File: src/logic/fwpin_pkg.sv
package fwpin_pkg;

    // ------------------------------------------------------------------
    // Clock rates and divider counts
    // ------------------------------------------------------------------
    localparam int unsigned SYS_CLK_HZ     = 100_000_000;
    localparam int unsigned INTERFACE_CLOCK_SLOW_MHZ = 30;
    localparam int unsigned INTERFACE_CLOCK_FAST_MHZ = 48;
    localparam int unsigned HZ_PER_MHZ     = 1_000_000;
    localparam int unsigned HALF_SLOW_RAW  =
        SYS_CLK_HZ / (2 * INTERFACE_CLOCK_SLOW_MHZ * HZ_PER_MHZ);
    localparam int unsigned HALF_FAST_RAW  =
        SYS_CLK_HZ / (2 * INTERFACE_CLOCK_FAST_MHZ * HZ_PER_MHZ);
    localparam int unsigned DIV_W          = 4;
    // A half period never drops below one system cycle
    localparam logic [DIV_W-1:0] HALF_SLOW_CYC =
        (HALF_SLOW_RAW < 1) ? 4'h1 : HALF_SLOW_RAW[DIV_W-1:0];
    localparam logic [DIV_W-1:0] HALF_FAST_CYC =
        (HALF_FAST_RAW < 1) ? 4'h1 : HALF_FAST_RAW[DIV_W-1:0];

    // ------------------------------------------------------------------
    // Register map
    // ------------------------------------------------------------------
    localparam int unsigned ADDR_W = 8;
    localparam int unsigned DATA_W = 32;
    localparam logic [ADDR_W-1:0] REG_CFG_ADDR    = 8'h00;
    localparam logic [ADDR_W-1:0] REG_WAVE_ADDR   = 8'h04;
    localparam logic [ADDR_W-1:0] REG_STATUS_ADDR = 8'h08;
    localparam logic [ADDR_W-1:0] REG_PORTE_ADDR  = 8'h0c;

    // interface_config fields
    localparam int unsigned CFG_W           = 8;
    localparam int unsigned CFG_CLK_INT_BIT = 7;
    localparam int unsigned CFG_FAST_BIT    = 6;
    localparam int unsigned CFG_CLK_OUT_BIT = 5;
    localparam int unsigned CFG_INV_BIT     = 4;
    localparam int unsigned CFG_MODE_LSB    = 0;
    localparam int unsigned MODE_W          = 2;
    localparam logic [CFG_W-1:0] CFG_RST    = 8'h80;

    // Waveform drive levels and flag defaults
    localparam int unsigned CTL_N            = 6;
    localparam int unsigned FLAG_N           = 3;
    localparam logic [CTL_N-1:0]  WAVE_RST   = 6'h3f;
    localparam logic [FLAG_N-1:0] FLAG_RST   = 3'h7;

    // Status and port E fields
    localparam int unsigned READY_N         = 3;
    localparam int unsigned STAT_READY_LSB  = 0;
    localparam int unsigned STAT_INTERFACE_CLOCK_BIT  = 3;
    localparam int unsigned STAT_SEL_LSB    = 4;
    localparam int unsigned PE_OUT_BIT      = 0;
    localparam int unsigned PE_DRV_BIT      = 1;
    localparam int unsigned PE_IN_BIT       = 2;

    // Interface mode field encodings
    typedef enum logic [MODE_W-1:0] {
        FWPIN_MODE_PORTS = 2'b00,
        FWPIN_MODE_RSVD  = 2'b01,
        FWPIN_MODE_WAVE  = 2'b10,
        FWPIN_MODE_SLAVE = 2'b11
    } fwpin_mode_type;

endpackage : fwpin_pkg

File: src/logic/fwpin_sync.sv
`timescale 1ns/1ns
// ----------------------------------------------------------------------
// Two-stage synchroniser for pin inputs
// ----------------------------------------------------------------------
module fwpin_sync #(
    parameter int unsigned WIDTH = 1
) (
    input  wire logic             clk_i,
    input  wire logic             rst_n_i,
    input  wire logic [WIDTH-1:0] async_i,
    output logic      [WIDTH-1:0] sync_o
);

    logic [WIDTH-1:0] meta_q;

    // First stage feeds only the second stage
    always_ff @(posedge clk_i or negedge rst_n_i)
    begin
        if (!rst_n_i)
        begin
            meta_q <= '0;
            sync_o <= '0;
        end
        else
        begin
            meta_q <= async_i;
            sync_o <= meta_q;
        end
    end

endmodule : fwpin_sync

File: src/logic/fwpin_clkgen.sv
`timescale 1ns/1ns
// ----------------------------------------------------------------------
// Internal interface clock divider
// ----------------------------------------------------------------------
module fwpin_clkgen (
    input  wire logic clk_i,
    input  wire logic rst_n_i,
    input  wire logic enable_i,
    input  wire logic fast_i,
    output logic      level_o
);

    logic [fwpin_pkg::DIV_W-1:0] cnt_q;
    logic [fwpin_pkg::DIV_W-1:0] half_cyc;

    // Rate is limited by the system clock: both settings may round
    // to the same half period at low system rates
    assign half_cyc = fast_i ? fwpin_pkg::HALF_FAST_CYC
                             : fwpin_pkg::HALF_SLOW_CYC;

    // Toggle the level every half period while enabled
    always_ff @(posedge clk_i or negedge rst_n_i)
    begin
        if (!rst_n_i)
        begin
            cnt_q   <= '0;
            level_o <= 1'b0;
        end
        else if (!enable_i)
        begin
            cnt_q   <= '0;
            level_o <= 1'b0;
        end
        else if (cnt_q + 4'h1 >= half_cyc)
        begin
            cnt_q   <= '0;
            level_o <= ~level_o;
        end
        else
        begin
            cnt_q <= cnt_q + 4'h1;
        end
    end

endmodule : fwpin_clkgen

File: src/logic/fwpin_top.sv
`timescale 1ns/1ns
// Functional notes
// - Ready inputs three to five are inputs only, sampled by waveform engine.
// - Interface mode field routes first three pins to control or flags.
// - Slave mode: first pin shows programmable flag of selected FIFO.
// - Slave mode: second pin shows full flag of selected FIFO.
// - Slave mode: third pin shows empty flag of selected FIFO.
// - Pins four to six only from engine; all low in reset, high after.
// - FIFO data is moved on the interface clock by both parties.
// - Interface clock times every flag, strobe and the waveform engine.
// - Clock source bit set selects internal clock, else external pin.
// - Internal clock: bit five drives pin, bit six picks 48 or 30 MHz divider; both give 50 MHz at 100 MHz.
// - Bit four inverts interface clock for either source.
// - Without clock function the pin is a port pin, floating in reset.
module fwpin_top #(
    parameter bit          HAS_INTERFACE_CLOCK = 1'b1,
    parameter int unsigned SEL_W     = 2,
    parameter int unsigned NUM_FIFO  = 4
) (
    input  wire logic                            clk_i,
    input  wire logic                            rst_n_i,
    input  wire logic [fwpin_pkg::ADDR_W-1:0]    reg_addr_i,
    input  wire logic [fwpin_pkg::DATA_W-1:0]    reg_wdata_i,
    input  wire logic                            reg_wr_i,
    input  wire logic                            reg_rd_i,
    output logic      [fwpin_pkg::DATA_W-1:0]    reg_rdata_o,
    input  wire logic                            ready_in_3_i,
    input  wire logic                            ready_in_4_i,
    input  wire logic                            ready_in_5_i,
    input  wire logic [SEL_W-1:0]                fifo_select_pins_i,
    input  wire logic [NUM_FIFO-1:0]             fifo_prog_i,
    input  wire logic [NUM_FIFO-1:0]             fifo_full_i,
    input  wire logic [NUM_FIFO-1:0]             fifo_empty_i,
    output logic                                 wave_ctrl_out_0_o,
    output logic                                 wave_ctrl_out_1_o,
    output logic                                 wave_ctrl_out_2_o,
    output logic                                 wave_ctrl_out_3_o,
    output logic                                 wave_ctrl_out_4_o,
    output logic                                 wave_ctrl_out_5_o,
    input  wire logic                            interface_clock_i,
    output logic                                 interface_clock_o,
    output logic                                 interface_clock_oe_n_o,
    output logic                                 interface_clock_rise_o
);

    // ------------------------------------------------------------------
    // Registers and internal signals
    // ------------------------------------------------------------------
    logic [fwpin_pkg::CFG_W-1:0]    cfg_q;
    logic [fwpin_pkg::CTL_N-1:0]    wave_q;
    logic                           pe_out_q;
    logic                           pe_drv_q;
    logic [fwpin_pkg::READY_N-1:0]  ready_raw;
    logic [fwpin_pkg::READY_N-1:0]  ready_sync;
    logic [fwpin_pkg::READY_N-1:0]  ready_q;
    logic [SEL_W-1:0]               sel_sync;
    logic                           ext_clk_sync;
    logic                           gen_level;
    logic                           raw_level;
    logic                           eff_level;
    logic                           eff_prev_q;
    logic                           interface_clock_rise;
    logic                           clk_internal;
    logic [fwpin_pkg::FLAG_N-1:0]   flag_q;
    logic [fwpin_pkg::FLAG_N-1:0]   flag_pick;
    logic [fwpin_pkg::CTL_N-1:0]    wave_src_q;
    logic [fwpin_pkg::CTL_N-1:0]    pin_src;
    logic [fwpin_pkg::CTL_N-1:0]    pin_q;
    logic                           slave_mode;
    logic                           clk_pin_q;
    logic                           clk_oe_n_q;
    logic                           clk_pin_d;
    logic                           clk_oe_n_d;
    fwpin_pkg::fwpin_mode_type      mode;

    assign mode = fwpin_pkg::fwpin_mode_type'(
        cfg_q[fwpin_pkg::CFG_MODE_LSB +: fwpin_pkg::MODE_W]);
    assign slave_mode = (mode == fwpin_pkg::FWPIN_MODE_SLAVE);

    // ------------------------------------------------------------------
    // Register port
    // ------------------------------------------------------------------

    // Configuration and drive registers, written by software
    always_ff @(posedge clk_i or negedge rst_n_i)
    begin
        if (!rst_n_i)
        begin
            cfg_q    <= fwpin_pkg::CFG_RST;
            wave_q   <= fwpin_pkg::WAVE_RST;
            pe_out_q <= 1'b0;
            pe_drv_q <= 1'b0;
        end
        else if (reg_wr_i)
        begin
            case (reg_addr_i)
                fwpin_pkg::REG_CFG_ADDR:
                    cfg_q <= reg_wdata_i[fwpin_pkg::CFG_W-1:0];
                fwpin_pkg::REG_WAVE_ADDR:
                    wave_q <= reg_wdata_i[fwpin_pkg::CTL_N-1:0];
                fwpin_pkg::REG_PORTE_ADDR:
                begin
                    pe_out_q <= reg_wdata_i[fwpin_pkg::PE_OUT_BIT];
                    pe_drv_q <= reg_wdata_i[fwpin_pkg::PE_DRV_BIT];
                end
                default: ;
            endcase
        end
    end

    // Read data in the cycle after the strobe; unmapped reads are zero
    always_ff @(posedge clk_i or negedge rst_n_i)
    begin
        if (!rst_n_i)
        begin
            reg_rdata_o <= '0;
        end
        else
        begin
            reg_rdata_o <= '0;
            if (reg_rd_i)
            begin
                case (reg_addr_i)
                    fwpin_pkg::REG_CFG_ADDR:
                        reg_rdata_o[fwpin_pkg::CFG_W-1:0] <= cfg_q;
                    fwpin_pkg::REG_WAVE_ADDR:
                        reg_rdata_o[fwpin_pkg::CTL_N-1:0] <= wave_q;
                    fwpin_pkg::REG_STATUS_ADDR:
                    begin
                        reg_rdata_o[fwpin_pkg::STAT_READY_LSB +:
                            fwpin_pkg::READY_N] <= ready_q;
                        reg_rdata_o[fwpin_pkg::STAT_INTERFACE_CLOCK_BIT] <= eff_level;
                        reg_rdata_o[fwpin_pkg::STAT_SEL_LSB +: SEL_W] <=
                            sel_sync;
                    end
                    fwpin_pkg::REG_PORTE_ADDR:
                    begin
                        reg_rdata_o[fwpin_pkg::PE_OUT_BIT] <= pe_out_q;
                        reg_rdata_o[fwpin_pkg::PE_DRV_BIT] <= pe_drv_q;
                        reg_rdata_o[fwpin_pkg::PE_IN_BIT]  <= ext_clk_sync;
                    end
                    default: ;
                endcase
            end
        end
    end

    // ------------------------------------------------------------------
    // Pin synchronisers
    // ------------------------------------------------------------------
    assign ready_raw = {ready_in_5_i, ready_in_4_i, ready_in_3_i};

    fwpin_sync #(
        .WIDTH (fwpin_pkg::READY_N + SEL_W + 1)
    ) u_sync (
        .clk_i   (clk_i),
        .rst_n_i (rst_n_i),
        .async_i ({ready_raw, fifo_select_pins_i, interface_clock_i}),
        .sync_o  ({ready_sync, sel_sync, ext_clk_sync})
    );

    // ------------------------------------------------------------------
    // Interface clock source, polarity and edge
    // ------------------------------------------------------------------

    // clock source pick
    // Without the clock function the internal divider is the reference
    assign clk_internal = !HAS_INTERFACE_CLOCK || cfg_q[fwpin_pkg::CFG_CLK_INT_BIT];

    fwpin_clkgen u_clkgen (
        .clk_i    (clk_i),
        .rst_n_i  (rst_n_i),
        .enable_i (clk_internal),
        .fast_i   (cfg_q[fwpin_pkg::CFG_FAST_BIT]),
        .level_o  (gen_level)
    );

    assign raw_level = clk_internal ? gen_level : ext_clk_sync;

    assign eff_level = raw_level ^ cfg_q[fwpin_pkg::CFG_INV_BIT];

    // Edge found on the system clock; an external clock above half
    // of the system rate cannot be followed edge for edge
    always_ff @(posedge clk_i or negedge rst_n_i)
    begin
        if (!rst_n_i)
            eff_prev_q <= 1'b0;
        else
            eff_prev_q <= eff_level;
    end

    assign interface_clock_rise   = eff_level && !eff_prev_q;
    assign interface_clock_rise_o = interface_clock_rise;

    // Pin drive: clock out, port pin, or input only
    always_comb
    begin
        clk_pin_d  = 1'b0;
        clk_oe_n_d = 1'b1;
        if (!HAS_INTERFACE_CLOCK)
        begin
            clk_pin_d  = pe_out_q;
            clk_oe_n_d = !pe_drv_q;
        end
        else if (clk_internal && cfg_q[fwpin_pkg::CFG_CLK_OUT_BIT])
        begin
            clk_pin_d  = eff_level;
            clk_oe_n_d = 1'b0;
        end
    end

    // Pin floats during reset
    always_ff @(posedge clk_i or negedge rst_n_i)
    begin
        if (!rst_n_i)
        begin
            clk_pin_q  <= 1'b0;
            clk_oe_n_q <= 1'b1;
        end
        else
        begin
            clk_pin_q  <= clk_pin_d;
            clk_oe_n_q <= clk_oe_n_d;
        end
    end

    assign interface_clock_o      = clk_pin_q;
    assign interface_clock_oe_n_o = clk_oe_n_q;

    // ------------------------------------------------------------------
    // Ready sampling and flag selection
    // ------------------------------------------------------------------

    always_ff @(posedge clk_i or negedge rst_n_i)
    begin
        if (!rst_n_i)
            ready_q <= '0;
        else if (interface_clock_rise)
            ready_q <= ready_sync;
    end

    assign flag_pick = {fifo_empty_i[sel_sync],
                        fifo_full_i[sel_sync],
                        fifo_prog_i[sel_sync]};

    // flags and drive levels move only on the interface clock
    always_ff @(posedge clk_i or negedge rst_n_i)
    begin
        if (!rst_n_i)
        begin
            flag_q     <= fwpin_pkg::FLAG_RST;
            wave_src_q <= fwpin_pkg::WAVE_RST;
        end
        else if (interface_clock_rise)
        begin
            flag_q     <= flag_pick;
            wave_src_q <= wave_q;
        end
    end

    assign pin_src = slave_mode ?
        {wave_src_q[fwpin_pkg::CTL_N-1:fwpin_pkg::FLAG_N], flag_q} :
        wave_src_q;

    // ------------------------------------------------------------------
    // Output pin flops
    // ------------------------------------------------------------------
    genvar gi;
    generate
        for (gi = 0; gi < fwpin_pkg::CTL_N; gi++)
        begin : g_pin
            // low in reset, default high after
            always_ff @(posedge clk_i or negedge rst_n_i)
            begin
                if (!rst_n_i)
                begin
                    pin_q[gi] <= 1'b0;
                end
                else
                begin
                    pin_q[gi] <= pin_src[gi];
                end
            end
        end
    endgenerate

    assign wave_ctrl_out_0_o = pin_q[0];
    assign wave_ctrl_out_1_o = pin_q[1];
    assign wave_ctrl_out_2_o = pin_q[2];
    assign wave_ctrl_out_3_o = pin_q[3];
    assign wave_ctrl_out_4_o = pin_q[4];
    assign wave_ctrl_out_5_o = pin_q[5];

    // ------------------------------------------------------------------
    // Assertions
    // ------------------------------------------------------------------
    a_ready_hold_edge: assert property (
        @(posedge clk_i) disable iff (!rst_n_i)
        !interface_clock_rise |=> $stable(ready_q))
        else $error("ready sample moved without clock edge");
    a_flags_hold_edge: assert property (
        @(posedge clk_i) disable iff (!rst_n_i)
        !interface_clock_rise |=> $stable(flag_q) && $stable(wave_src_q))
        else $error("flag or drive moved without clock edge");
    a_route_wave_mode: assert property (
        @(posedge clk_i) disable iff (!rst_n_i)
        !slave_mode |=> pin_q[2:0] == $past(wave_src_q[2:0]))
        else $error("shared pins not driven by engine");
    a_prog_flag_sel: assert property (
        @(posedge clk_i) disable iff (!rst_n_i)
        interface_clock_rise && slave_mode ##1 slave_mode
        |=> pin_q[0] == $past(fifo_prog_i[sel_sync], 2))
        else $error("programmable flag wrong for selected fifo");
    a_full_flag_sel: assert property (
        @(posedge clk_i) disable iff (!rst_n_i)
        interface_clock_rise && slave_mode ##1 slave_mode
        |=> pin_q[1] == $past(fifo_full_i[sel_sync], 2))
        else $error("full flag wrong for selected fifo");
    a_empty_flag_sel: assert property (
        @(posedge clk_i) disable iff (!rst_n_i)
        interface_clock_rise && slave_mode ##1 slave_mode
        |=> pin_q[2] == $past(fifo_empty_i[sel_sync], 2))
        else $error("empty flag wrong for selected fifo");
    a_upper_from_engine: assert property (
        @(posedge clk_i) disable iff (!rst_n_i)
        interface_clock_rise ##1 1 |=> pin_q[5:3] == $past(wave_q[5:3], 2))
        else $error("upper control pins not from engine");
    a_sel_change_track: assert property (
        @(posedge clk_i) disable iff (!rst_n_i)
        $changed(sel_sync) && interface_clock_rise |=> flag_q == $past(flag_pick))
        else $error("flags missed new fifo select");
    a_ext_clk_no_drive: assert property (
        @(posedge clk_i) disable iff (!rst_n_i)
        HAS_INTERFACE_CLOCK && !clk_internal |=> interface_clock_oe_n_o)
        else $error("pin driven while clock is external");
    a_clk_out_enable: assert property (
        @(posedge clk_i) disable iff (!rst_n_i)
        HAS_INTERFACE_CLOCK && clk_internal && cfg_q[fwpin_pkg::CFG_CLK_OUT_BIT]
        |=> !interface_clock_oe_n_o && interface_clock_o == $past(eff_level))
        else $error("internal clock not driven on pin");
    a_clk_invert_edge: assert property (
        @(posedge clk_i) disable iff (!rst_n_i)
        $stable(cfg_q) && cfg_q[fwpin_pkg::CFG_INV_BIT] && $fell(raw_level)
        |-> interface_clock_rise)
        else $error("inverted clock edge not seen");
    a_port_pin_drive: assert property (
        @(posedge clk_i) disable iff (!rst_n_i)
        !HAS_INTERFACE_CLOCK |=> interface_clock_oe_n_o == !$past(pe_drv_q))
        else $error("port pin drive enable wrong");

endmodule : fwpin_top

File: config.mk
export PLATFORM = sky130hd
export DESIGN_NAME = fwpin_top
export DESIGN_NICKNAME = d
export VERILOG_FILES = /design/src/logic/fwpin_pkg.sv /design/src/logic/fwpin_sync.sv /design/src/logic/fwpin_clkgen.sv /design/src/logic/fwpin_top.sv
export SDC_FILE = /design/constraint.sdc
export NUM_CORES = 1
export LEC_CHECK = 0
export ABC_AREA = 1
export BUFFER_PORTS_ARGS = -buffer_cell sky130_fd_sc_hd__buf_2
export CORE_ASPECT_RATIO = 0.9
export CORE_MARGIN = 4
export CORE_UTILIZATION = 45
export CTS_BUF_LIST = sky130_fd_sc_hd__clkbuf_8
export CTS_CLUSTER_SIZE = 12
export DETAILED_ROUTE_END_ITERATION = 8
export PLACE_DENSITY = 0.74
export SYNTH_ARGS = -nofsm -noshare
export SYNTH_HDL_FRONTEND = slang
export SYNTH_SLANG_ARGS = --single-unit
export TNS_END_PERCENT = 10
File: constraint.sdc
create_clock -name clk_i -period 4.3 [get_ports clk_i]
set_clock_uncertainty 0.2 [all_clocks]
set_input_delay 0.43 -clock clk_i [delete_from_list [all_inputs] [get_ports clk_i]]
set_output_delay 0.43 -clock clk_i [all_outputs]
set_load 0.05 [all_outputs]
# [Word-level counts from Yosys, hierarchy flattened]
# Cells that the tools add are included.
[classes] n_reduce_logical=7 n_shift=0 n_lt_le_gt_ge=2 muxes=18 n_addsub=1 n_eq_ne=5 n_bitwise=2 div=0 multipliers=0
[op_table] operator="$eq A8 B4 Y1 const B" n=2
[op_table] operator="$pmux W3 S4" n=1
[op_table] operator="$pmux W3 S3" n=1
[op_table] operator="$eq A8 B3 Y1 const B" n=1
[op_table] operator="$logic_not A8 Y1" n=1
[op_table] operator="$mux W1" n=8
[op_table] operator="$mux W4" n=2
[op_table] operator="$mux W8" n=1
[op_table] operator="$bmux W1 S2" n=3
[op_table] operator="$reduce_and A2 Y1" n=3
[op_table] operator="$add A4 B1 Y4 const B" n=1
[op_table] operator="$ge A4 B1 Y1 const B" n=1
[op_table] operator="$lt A2 B3 Y1 const B" n=1
[op_table] operator="$mux W3" n=1
[op_table] operator="$eq A2 B2 Y1 const B" n=1
[op_table] operator="$logic_and A1 B1 Y1" n=2
[op_table] operator="$mux W2" n=1
[op_table] operator="$ne A2 B1 Y1 const B" n=1
[op_table] operator="$logic_not A1 Y1" n=1
[op_table] operator="$not A1 Y1" n=1
[op_table] operator="$xor A1 B1 Y1" n=1
[totals] out_inout_bits=41 n_memories=0 rom_bits=0 ramBits=0 latch_bits=0 wordCells=56 register_bits=62

# [Longest topological paths before layout]
# Gate-level depths: netlist of the first run.
[depth] word_depth=4 depth_mapped=9 mapped_depth_nobuf=8

# [Modules after synthesis]
# From an unflattened synthesis of the first run, not the netlist that was laid out.
[unflattened] hier_cells=312 hier_area_um2=2880.3
[modules_own_cells] mod="fwpin_top" n_inst=1 cells_each=274 area_each_um2=2344.7 seq_area_each_um2=1147.4
[modules_own_cells] mod="fwpin_sync" n_inst=1 cells_each=12 area_each_um2=300.3 seq_area_each_um2=300.3
[modules_own_cells] mod="fwpin_clkgen" n_inst=1 cells_each=26 area_each_um2=235.2 seq_area_each_um2=125.1

# [Worst setup path before layout of the first run]
# OpenSTA, ideal clock, no wires.
[synth_timing] kind="register -> output" start="reg cfg_q[7] in the netlist's numbering" end="out interface_clock_rise_o" required_ps=3670 path_stages_with_launch=8 path_slack_ps=2545 n_path_buf=1 t_arrival_ps=1125 path_cell_list="dfstp_2 inv_2 nand2_2 nand2_1 nand2_2 nand2_4 nor2_8 buf_12"
[synth_between] elab_chain_len=3
[synth_lines] item="start: declaration" line="fwpin_top.sv:49" text="logic [fwpin_pkg::CFG_W-1:0] cfg_q;"
[synth_lines] item="start signal: assignment" line="fwpin_top.sv:89" text="cfg_q <= fwpin_pkg::CFG_RST;"
[synth_lines] item="start signal: assignment" line="fwpin_top.sv:98" text="cfg_q <= reg_wdata_i[fwpin_pkg::CFG_W-1:0];"
[synth_lines] item="$mux W1" line="fwpin_top.sv:178" text="assign raw_level = clk_internal ? gen_level : ext_clk_sync;"
[synth_lines] item="$xor A1 B1 Y1" line="fwpin_top.sv:180" text="assign eff_level = raw_level ^ cfg_q[fwpin_pkg::CFG_INV_BIT];"
[synth_lines] item="$logic_and A1 B1 Y1" line="fwpin_top.sv:192" text="assign interface_clock_rise = eff_level && !eff_prev_q;"
[synth_lines] item="end: declaration" line="fwpin_top.sv:43" text="output logic interface_clock_rise_o"
# No other way between the ends.

# [Worst setup path after layout of the first run]
# Same ends and word-level chain as after synthesis.

==> impl_metrics.tcl, run 1 <==
set metrics [dict create \
    final_cell_mix "nand2_1 (59), buf_2 (54), dfrtp_1 (45)" \
    timing.fmax_mhz 397 \
    final_common_cell "nand2_1" \
    rr_endpoint "flag_q[2]" \
    area_growth_pct 17.9 \
    drive_gt1_share_pct 31.6 \
    die_x_um 90.9 \
    cts_buffer_depth 2 \
    switching_share_pct 31.5 \
    critPathKind "flip-flop to output port" \
    critPathSlowestCell "dfstp_2" \
    rrSetupSlack_ns 2.63 \
    post-cts-setup-buffers 0 \
    grt_pass1_wl_mm 8.56 \
    grtUsageTotal_pct 14.8 \
    portBuffers 54 \
    finalCoreUtilization_pct 56.4 \
    core_sq_um 5820 \
    placed_cells 412 \
    vias 2035 \
    clkTransAtPathRegs_ns 0.07 \
    clock-sinks 62 \
    wirelength_mm 5.38 \
    antenna_found_initial 0 \
    stdcell_count 434 \
    p_comb_share_pct 18.7 \
    leakage_nw 1.70 \
    endpoint "interface_clock_rise_o" \
    critPathMostFrequentCell "nand2_2" \
    cp.arrival_ns 1.89 \
    p_int_w 0.00107 \
    crit_chain "inv_2, nand2_2, nand2_1, nand2_2, nand2_4, nor2_8, buf_2" \
    cts_tree "built" \
    relSlewSlack_pct 50.1 \
    synth-seq-cells 62 \
    power_switching_w 0.000491 \
    worst_pin_slew_ns 0.748 \
    root_buffer "clkbuf_8" \
    io_pins 103 \
    drc 0 \
    dieArea_sq_um 7510 \
    cpPeakStageDelay_ns 0.57 \
    power_density_nw_per_um2 475 \
    rows 26 \
    start_kind "flip-flop" \
    cts_buffers 9 \
    cts_resized 0 \
    syn_area_per_cell_sq_um 9.53 \
    reg2reg_depth 8 \
    p_clk_share_pct 36.0 \
    syn_area_sq_um 2780 \
    critPathRequiredTime_ns 3.67 \
    antennaDiodeCount 0 \
    fin_tns_setup_ns 0 \
    finalCriticalPeriod_ns 2.52 \
    finalCritPeriodShare_pct 58.5 \
    place_ws_ns 2.14 \
    crit_fanout 16 \
    setup_ws_ns 1.78 \
    drtAntennaViolNets 0 \
    power_frac_seq_pct 45.4 \
    drt_pass1_iterations 5 \
    avgRoutedWirePerCell_um 12.4 \
    hold_buffers 6 \
    slew_viol_final 0 \
    endpoint_kind "output port" \
    rsz0062_at_grt "no" \
    grt_pass1_vias 1887 \
    insertion_delay_ns 0.34 \
    setup_viol 0 \
    cp-startpoint "cfg_q[7]" \
    outcome "completed" \
    placed_cell_area_sq_um 3000 \
    synth_warnings 0 \
    min_path_type "input port to async pin" \
    finish.instance_area_sq_um 3280 \
    rr_startpoint "cfg_q[7]" \
    irDropWorstVdd_v 0.000222 \
    nNetsFinal 423 \
    max_cap_violations 0 \
    fp.dieH_um 82.6 \
    initial_core_util_pct 47.8 \
    fill_cells 497 \
    final_hold_viol_count 0 \
    via_per_inst 4.69 \
    grt_max_degree 63 \
    gp_congestion 0.782 \
    detailed_place_hpwl_mm 3.91 \
    grt_overflow_total 0 \
    drt_iter0_drc 175 \
    syn_inst 292 \
    cts-htree-levels 3 \
    synth_cell_types 27 \
    synth_seq_area_share_pct 56.5 \
]
-- registers in the layout, summed over array words and instances (netlist names) --
register / cells
cfg_q: 8
eff_prev_q: 1
flag_q: 3
interface_clock_o: 1
interface_clock_oe_n_o: 1
pe_drv_q: 1
pe_out_q: 1
ready_q: 3
reg_rdata_o: 8
u_clkgen.cnt_q: 4
u_clkgen.level_o: 1
u_sync.meta_q: 6
u_sync.sync_o: 6
wave_ctrl_out_0_o: 1
wave_ctrl_out_1_o: 1
wave_ctrl_out_2_o: 1
wave_ctrl_out_3_o: 1
wave_ctrl_out_4_o: 1
wave_ctrl_out_5_o: 1
wave_q: 6
wave_src_q: 6
-- per-stage QoR --
step,hold WS (ns),total power [W]
floorplan,-0.0656,0.000978
global placement,0.131,0.000996
detailed placement,0.136,0.00100
CTS,0.0628,0.00157
global route,0.0900,0.00163
finish,0.0398,0.00156
-- cells in the mapped netlist --
cell type | n | area [sq um]
o2111ai_1 | 1 | 8.76
o21ai_1 | 14 | 70.1
inv_2 | 2 | 7.51
ha_1 | 2 | 25.0
nor2_2 | 1 | 6.26
buf_2 | 1 | 5.00
nor2_1 | 30 | 113
buf_4 | 26 | 195
nor3_1 | 2 | 10.0
nand3b_1 | 2 | 15.0
nor2_4 | 2 | 22.5
nand2_1 | 59 | 221
buf_6 | 2 | 22.5
o21ai_2 | 6 | 52.6
buf_12 | 1 | 20.0
nand3_1 | 18 | 90.1
nand2_2 | 11 | 68.8
inv_1 | 23 | 86.3
nand3_2 | 1 | 10.0
nand2_4 | 2 | 22.5
nor2_8 | 1 | 20.0
a21oi_2 | 1 | 8.76
o21ai_0 | 20 | 100
dfrtp_1 | 45 | 1130
dfstp_2 | 17 | 447
conb_1 | 1 | 3.75
nand4_1 | 1 | 6.26
-- metal layers --
| metal | global-route usage, % | vias to the layer above | part of all wire, % |
|---|---|---|---|
| met1 | 18.4 | 934 | 45 |
| met3 | 2.99 | 12 | 6.0 |
| li1 | - | 1015 | - |
| met5 | 0 | - | 0 |
| met4 | 9.19 | 0 | 2.3 |
| met2 | 24.2 | 74 | 47 |
-- power groups by stage --
| stage | logic, W | clock network, W | registers, W |
|---|---|---|---|
| after floorplan | 0.000249 | 0 | 0.000729 |
| after global placement | 0.000281 | 0 | 0.000716 |
| after detailed placement | 0.000288 | 0 | 0.000717 |
| after CTS | 0.000293 | 0.000567 | 0.000707 |
| after global routing | 0.000322 | 0.000595 | 0.000716 |
| final | 0.000291 | 0.000560 | 0.000707 |
-- area by class of cell --
class | count | area (sq um) | area share, %
multi-input combinational | 200 | 968 | 29.5
timing repair buffer | 61 | 338 | 10.3
clock inverter | 7 | 97.6 | 2.97
sequential | 62 | 1570 | 47.9
tap | 70 | 87.6 | 2.67
clock buffer | 9 | 124 | 3.77
inverter | 25 | 93.8 | 2.86
-- worst max-delay path, delay by kind of cell (launching register included) --
family                 cells  cell delay [ns]
AND/OR/NAND/NOR            5             0.58
flip-flops                 1             0.57
buffers and inverters      2             0.39
-- kinds of logic (layout without fill, tap and decap cells) --
group | Yosys count | in the layout | share of synthesized area [%]
simple gates | 130 | 130 | 21.8
flops | 62 | 62 | 56.5
buf+inv | 55 | 102 | 12.1
compound gates | 42 | 42 | 8.63
fa+ha+maj | 2 | 2 | 0.899
other cells | 1 | 26 | 0.135
-- worst min-delay path by stage --
stage	start	end	slack, ns	depth (start not counted)
after floorplan	rst_n_i	cfg_q[0]	-0.07	0
after global placement	u_sync.meta_q[1]	u_sync.sync_o[1]	0.13	0
after detailed placement	u_sync.meta_q[2]	u_sync.sync_o[2]	0.14	0
after CTS	rst_n_i	u_clkgen.cnt_q[1]	0.06	2
after global routing	rst_n_i	u_clkgen.cnt_q[3]	0.09	2
final	rst_n_i	u_clkgen.cnt_q[1]	0.04	2
No activity file was read; power rests on OpenSTA's default activity.
==> run 2, diff against run 1 <==
Settings changed: PLACE_DENSITY 0.74 to 0.77.
Clock period 4.3 ns to 2.2 ns, I/O delays scaled along.
==> impl_metrics.tcl, run 2 (synthesis results as in run 1) <==
set metrics [dict create \
    avgRoutedWirePerCell_um 12.2 \
    rows 26 \
    io_pins 103 \
    p_comb_share_pct 20.7 \
    power_density_nw_per_um2 876 \
    p_clk_share_pct 32.8 \
    nNetsFinal 436 \
    detailed_place_hpwl_mm 4.02 \
    power_frac_seq_pct 46.6 \
    post-cts-setup-buffers 0 \
    critPathRequiredTime_ns 2.28 \
    min_path_type "input port to flip-flop" \
    outcome "completed" \
    p_int_w 0.00206 \
    antenna_found_initial 0 \
    finalCriticalPeriod_ns 2.12 \
    relSlewSlack_pct 61.2 \
    final_cell_mix "nand2_1 (59), buf_2 (53), dfrtp_1 (45)" \
    fill_cells 500 \
    rsz0062_at_grt "no" \
    worst_pin_slew_ns 0.582 \
    gp_congestion 0.825 \
    setup_viol 0 \
    cts_tree "built" \
    crit_fanout 9 \
    leakage_nw 1.76 \
    insertion_delay_ns 0.34 \
    timing.fmax_mhz 471 \
    grt_pass1_vias 2000 \
    fin_tns_setup_ns 0 \
    cts_buffers 9 \
    finalCoreUtilization_pct 58.5 \
    power_switching_w 0.000926 \
    critPathKind "input port to flip-flop" \
    vias 2052 \
    die_x_um 90.9 \
    final_common_cell "nand2_1" \
    grtUsageTotal_pct 15.9 \
    drt_pass1_iterations 4 \
    placed_cells 413 \
    cp.arrival_ns 2.20 \
    irDropWorstVdd_v 0.000284 \
    final_hold_viol_count 0 \
    portBuffers 54 \
    drive_gt1_share_pct 30.5 \
    grt_pass1_wl_mm 9.06 \
    drtAntennaViolNets 0 \
    slew_viol_final 0 \
    clkTransAtPathRegs_ns 0.07 \
    drc 0 \
    reg_top3 "cfg_q: 8 flops, reg_rdata_o: 8 flops" \
    grt_max_degree 37 \
    endpoint_kind "flip-flop" \
    core_sq_um 5820 \
    dieArea_sq_um 7510 \
    wirelength_mm 5.47 \
    area_growth_pct 22.4 \
    switching_share_pct 31.0 \
    finalCritPeriodShare_pct 96.5 \
    total_power_w 0.00298 \
    drt_iter0_drc 151 \
    antennaDiodeCount 0 \
    clock-sinks 62 \
    grt_overflow_total 0 \
    max_cap_violations 0 \
    start_kind "input port" \
    via_per_inst 4.59 \
    cts-htree-levels 3 \
    root_buffer "clkbuf_8" \
    initial_core_util_pct 47.8 \
    stdcell_count 447 \
    fp.dieH_um 82.6 \
    cts_buffer_depth 2 \
]
run 2: changes by cell type in the layout (fill, tap and decap cells not counted), moves of 2 or more:
| cell | before | now |
|---|---|---|
| clkbuf_8 | 9 | 11 |
| clkinv_2 | 1 | 3 |
| dlygate4sd3_1 | 6 | 18 |
| clkinvlp_4 | 2 | 0 |
run 2: worst max-delay path, cell delays in order:
cell	delay (ns)
dlygate4sd3_1	0.53
buf_2	0.13
nor2_1	0.18
nand2_1	0.12
nor2_4	0.24
nand3_1	0.13
dlygate4sd3_1	0.59
nand2_1	0.07
run 2: stage by stage:
| stage | hold WS (ns) | area [sq um] | setup slack [ns] |
|---|---|---|---|
| 3_3_place_gp | 0.0493 | 3020 | 0.425 |
| 6_report | 0.0199 | 3410 | 0.0763 |
| 2_1_floorplan | -0.276 | 2880 | 0.655 |
| 3_5_place_dp | 0.0508 | 3020 | 0.405 |
| 4_1_cts | 0.00488 | 3400 | 0.0201 |
| 5_1_grt | 0.0328 | 3410 | 0.0223 |
run 2: timing repair:
| item | in CTS | in global routing |
|---|---|---|
| endpoints found under the setup margin | 0 | 1 |
| hold buffers | 18 | 0 |
| hold endpoints to repair | 48 | 0 |
| resized for setup | 0 | 3 |
run 2: final timing paths:
check | start | to | slack, ns | cells after the start
min | reg_addr_i[0] | reg_rdata_o[4] | 0.02 | 4
max reg2reg | cfg_q[7] | ready_q[0] | 0.47 | 8
max in group asynchronous | rst_n_i | wave_src_q[5] | 0.92 | 3
max | reg_addr_i[1] | cfg_q[6] | 0.08 | 8
min in group asynchronous | rst_n_i | u_clkgen.cnt_q[3] | 0.23 | 2
min reg2reg | u_sync.meta_q[2] | u_sync.sync_o[2] | 0.15 | 0
run 2: area by class of cell:
class | instances | area [sq um] | share of cell area [%]
tap | 70 | 87.6 | 2.57
timing repair buffer | 74 | 484 | 14.2
inverter | 25 | 93.8 | 2.75
clock inverter | 5 | 48.8 | 1.43
multi-input combinational | 200 | 968 | 28.4
clock buffer | 11 | 151 | 4.44
sequential | 62 | 1570 | 46.2
run 2: routing by layer:
metal	GRT usage [%]	routed length [um]	up-vias
li1	-	-	1041
met1	19.9	2320	922
met2	25.2	2680	80
met3	3.62	364	9
met4	10.7	98	0
met5	0	0	-
run 2: power by group through the flow:
| stage | combinational (W) | sequential [W] | clock, W |
|---|---|---|---|
| after floorplan | 0.000487 | 0.00142 | 0 |
| after CTS | 0.000609 | 0.00139 | 0.00101 |
| after detailed placement | 0.000580 | 0.00141 | 0 |
| final | 0.000617 | 0.00139 | 0.000978 |
| after global routing | 0.000687 | 0.00140 | 0.00105 |
| after global placement | 0.000565 | 0.00140 | 0 |
==> run 3, diff against run 2 <==
Settings changed: ABC_AREA 1 to default, PLACE_DENSITY 0.77 to 0.78.
==> impl_metrics.tcl, run 3 <==
set metrics [dict create \
    vias 1580 \
    placed_cells 300 \
    drt_iter0_drc 52 \
    crit_fanout 2 \
    nNetsFinal 323 \
    drive_gt1_share_pct 51.9 \
    synth_fa_ha_area_share_pct 0.948 \
    place_ws_ns 0.180 \
    initial_core_util_pct 46.4 \
    clkTransAtPathRegs_ns 0.07 \
    critPathRequiredTime_ns 1.78 \
    grt_pass1_vias 1594 \
    io_pins 103 \
    max_cap_violations 0 \
    critPathSlowestCell "dfstp_2" \
    yosys.area_share.simple_pct 7.35 \
    synth.top_cell.area_share_pct 42.7 \
    synth_warnings 0 \
    avgRoutedWirePerCell_um 14.1 \
    synthXorXnorAreaFrac_pct 0.332 \
    hold_start "reg_addr_i[2]" \
    yosys-top-cells-count "dfrtp_1 (45), buf_4 (24), mux2_2 (23)" \
    antennaDiodeCount 0 \
    finalCritPeriodShare_pct 101 \
    detailed_place_hpwl_mm 3.40 \
    violations "setup timing" \
    synth_most_common_cell "dfrtp_1" \
    grt_max_degree 63 \
    regArea_sq_um 1570 \
    critPathTopFamily "flip-flops" \
    cp.arrival_ns 1.79 \
    rr_startpoint "cfg_q[7]" \
    min_path_type "input port to flip-flop" \
    timing.fmax_mhz 452 \
    reg_top3 "cfg_q: 8 flops, reg_rdata_o: 8 flops" \
    synth_seq_area_share_pct 59.6 \
    final_common_cell "buf_2" \
    endpoint_kind "output port" \
    setup_viol 1 \
    insertion_delay_ns 0.33 \
    final_hold_viol_count 0 \
    rsz0062_at_grt "yes" \
    crit_chain "mux2i_4, mux2i_2, buf_4, inv_2, buf_6" \
    drt_pass1_iterations 4 \
    multi_input_area_sq_um 950 \
    critPathKind "flip-flop to output port" \
    setup_ws_ns -0.0144 \
    core_sq_um 5690 \
    muxShareOfSynthArea_pct 21.8 \
    cpPeakStageDelay_ns 0.56 \
    via_per_inst 4.73 \
    fp.dieH_um 80.7 \
    cp-startpoint "cfg_q[7]" \
    fill_cells 451 \
    drc 0 \
    synth_top_family_by_area "multiplexers" \
    syn_area_sq_um 2640 \
    synth-seq-cells 62 \
    synth_cell_types 31 \
    final_cell_mix "buf_2 (53), dfrtp_1 (45), conb_1 (26)" \
    grt_pass1_wl_mm 7.57 \
    leakage_nw 1.66 \
    rows 26 \
    stdcell_count 334 \
    syn_area_per_cell_sq_um 15.1 \
    yosys.area.top_type "dfrtp_1" \
    dieArea_sq_um 7160 \
    portBuffers 54 \
    gp_congestion 0.762 \
    outcome "finished, violations left" \
    synth_compound_area_share_pct 1.47 \
    cts_buffer_depth 2 \
    wirelength_mm 4.72 \
    clock-sinks 62 \
    fin_tns_setup_ns -0.0144 \
    slew_viol_final 0 \
    cts-htree-levels 3 \
    drtAntennaViolNets 0 \
    grt_overflow_total 0 \
    irDropWorstVdd_v 0.000498 \
    syn_inst 175 \
    antenna_found_initial 0 \
    synthTopCellsByArea "dfrtp_1 (43%), dfstp_2 (17%), mux2_2 (9.8%)" \
    cts_tree "built" \
    synth_edf_count 0 \
    synth_flop_cell "dfrtp_1" \
    grtUsageTotal_pct 14.4 \
    synthArstFlopShare_pct 100 \
    power_density_nw_per_um2 776 \
    cp_num_buf_inv 3 \
    cts_buffers 9 \
    root_buffer "clkbuf_8" \
    finalCriticalPeriod_ns 2.21 \
    start_kind "flip-flop" \
    area_growth_pct 25.4 \
    die_x_um 88.7 \
]
==> run 3: changes by cell type in the layout (fill, tap and decap cells not counted), moves of 6 or more <==
cell     before  now
o21ai_1      14    0
o21ai_0      20    0
mux2_4        0    9
nand2_1      59    2
nand3_1      18    3
nor2_1       30    7
inv_1        24    3
mux4_2        0    6
mux2_2        0   23
nand2_2      11    0
nor2b_1       0    8
o21ai_2       6    0
==> run 3: final timing paths <==
path                       depth (start not counted)                      to  slack (ns)
max                                                5  interface_clock_rise_o       -0.01
min reg2reg                                        0        u_sync.sync_o[2]        0.15
min                                                2          reg_rdata_o[7]        0.08
max reg2reg                                        5              ready_q[0]        0.16
min in group asynchronous                          3                cfg_q[6]        0.22
max in group asynchronous                          3               wave_q[0]        1.27
==> run 3: cell families after synthesis <==
group / count (synthesis)
flops: 62
mux: 42
simple gates: 30
xor+xnor: 1
fa+ha+maj: 2
buf+inv: 32
compound gates: 5
other cells: 1
==> run 3: worst reg2reg max path, stage by stage (launching register included) <==
cell,delay (ns)
dfstp_2,0.56
mux2i_4,0.25
mux2i_2,0.31
buf_4,0.17
buf_4,0.13
mux2_4,0.29
==> run 3: power breakdown <==
| part | switching (W) | leakage [nW] | total, W | internal [W] |
|---|---|---|---|---|
| logic | 0.000222 | 0.802 | 0.000380 | 0.000158 |
| registers | 0.0000403 | 0.761 | 0.00127 | 0.00123 |
| clock network | 0.000416 | 0.0950 | 0.000918 | 0.000502 |
==> run 3: per-stage QoR <==
stage               total power (W)  cell area [sq um]  hold WS [ns]  utilization (%)
detailed placement          0.00164               2930        0.0496             51.5
floorplan                   0.00156               2730        -0.276                -
finish                      0.00257               3310        0.0831             58.2
CTS                         0.00260               3300        0.0429             58.0
global route                0.00269               3310        0.0608             58.2
global placement            0.00163               2930        0.0485             51.5
==> run 3: metal layers <==
metal	vias up	part of all wire, %	track usage (%)
met4	0	1.0	4.83
li1	727	-	-
met1	791	40	17.3
met2	58	50	23.4
met3	4	8.8	5.95
met5	-	0	0
==> run 3: layout make-up <==
cell class / count / area share [%]
repair buffers: 76 / 14.9
well taps: 70 / 2.65
clock buffers: 12 / 4.99
clock inverters: 4 / 0.869
inverters: 4 / 0.454
flip-flops and latches: 62 / 47.5
multi-input cells: 106 / 28.7
==> run 3: timing repair <==
action / in CTS / in global routing
hold buffers: 15 / 0
pin swaps: 0 / 0
setup endpoints to repair: 1 / 1
hold endpoints to repair: 84 / 0
resized for setup: 4 / 0
setup buffers: 2 / 1
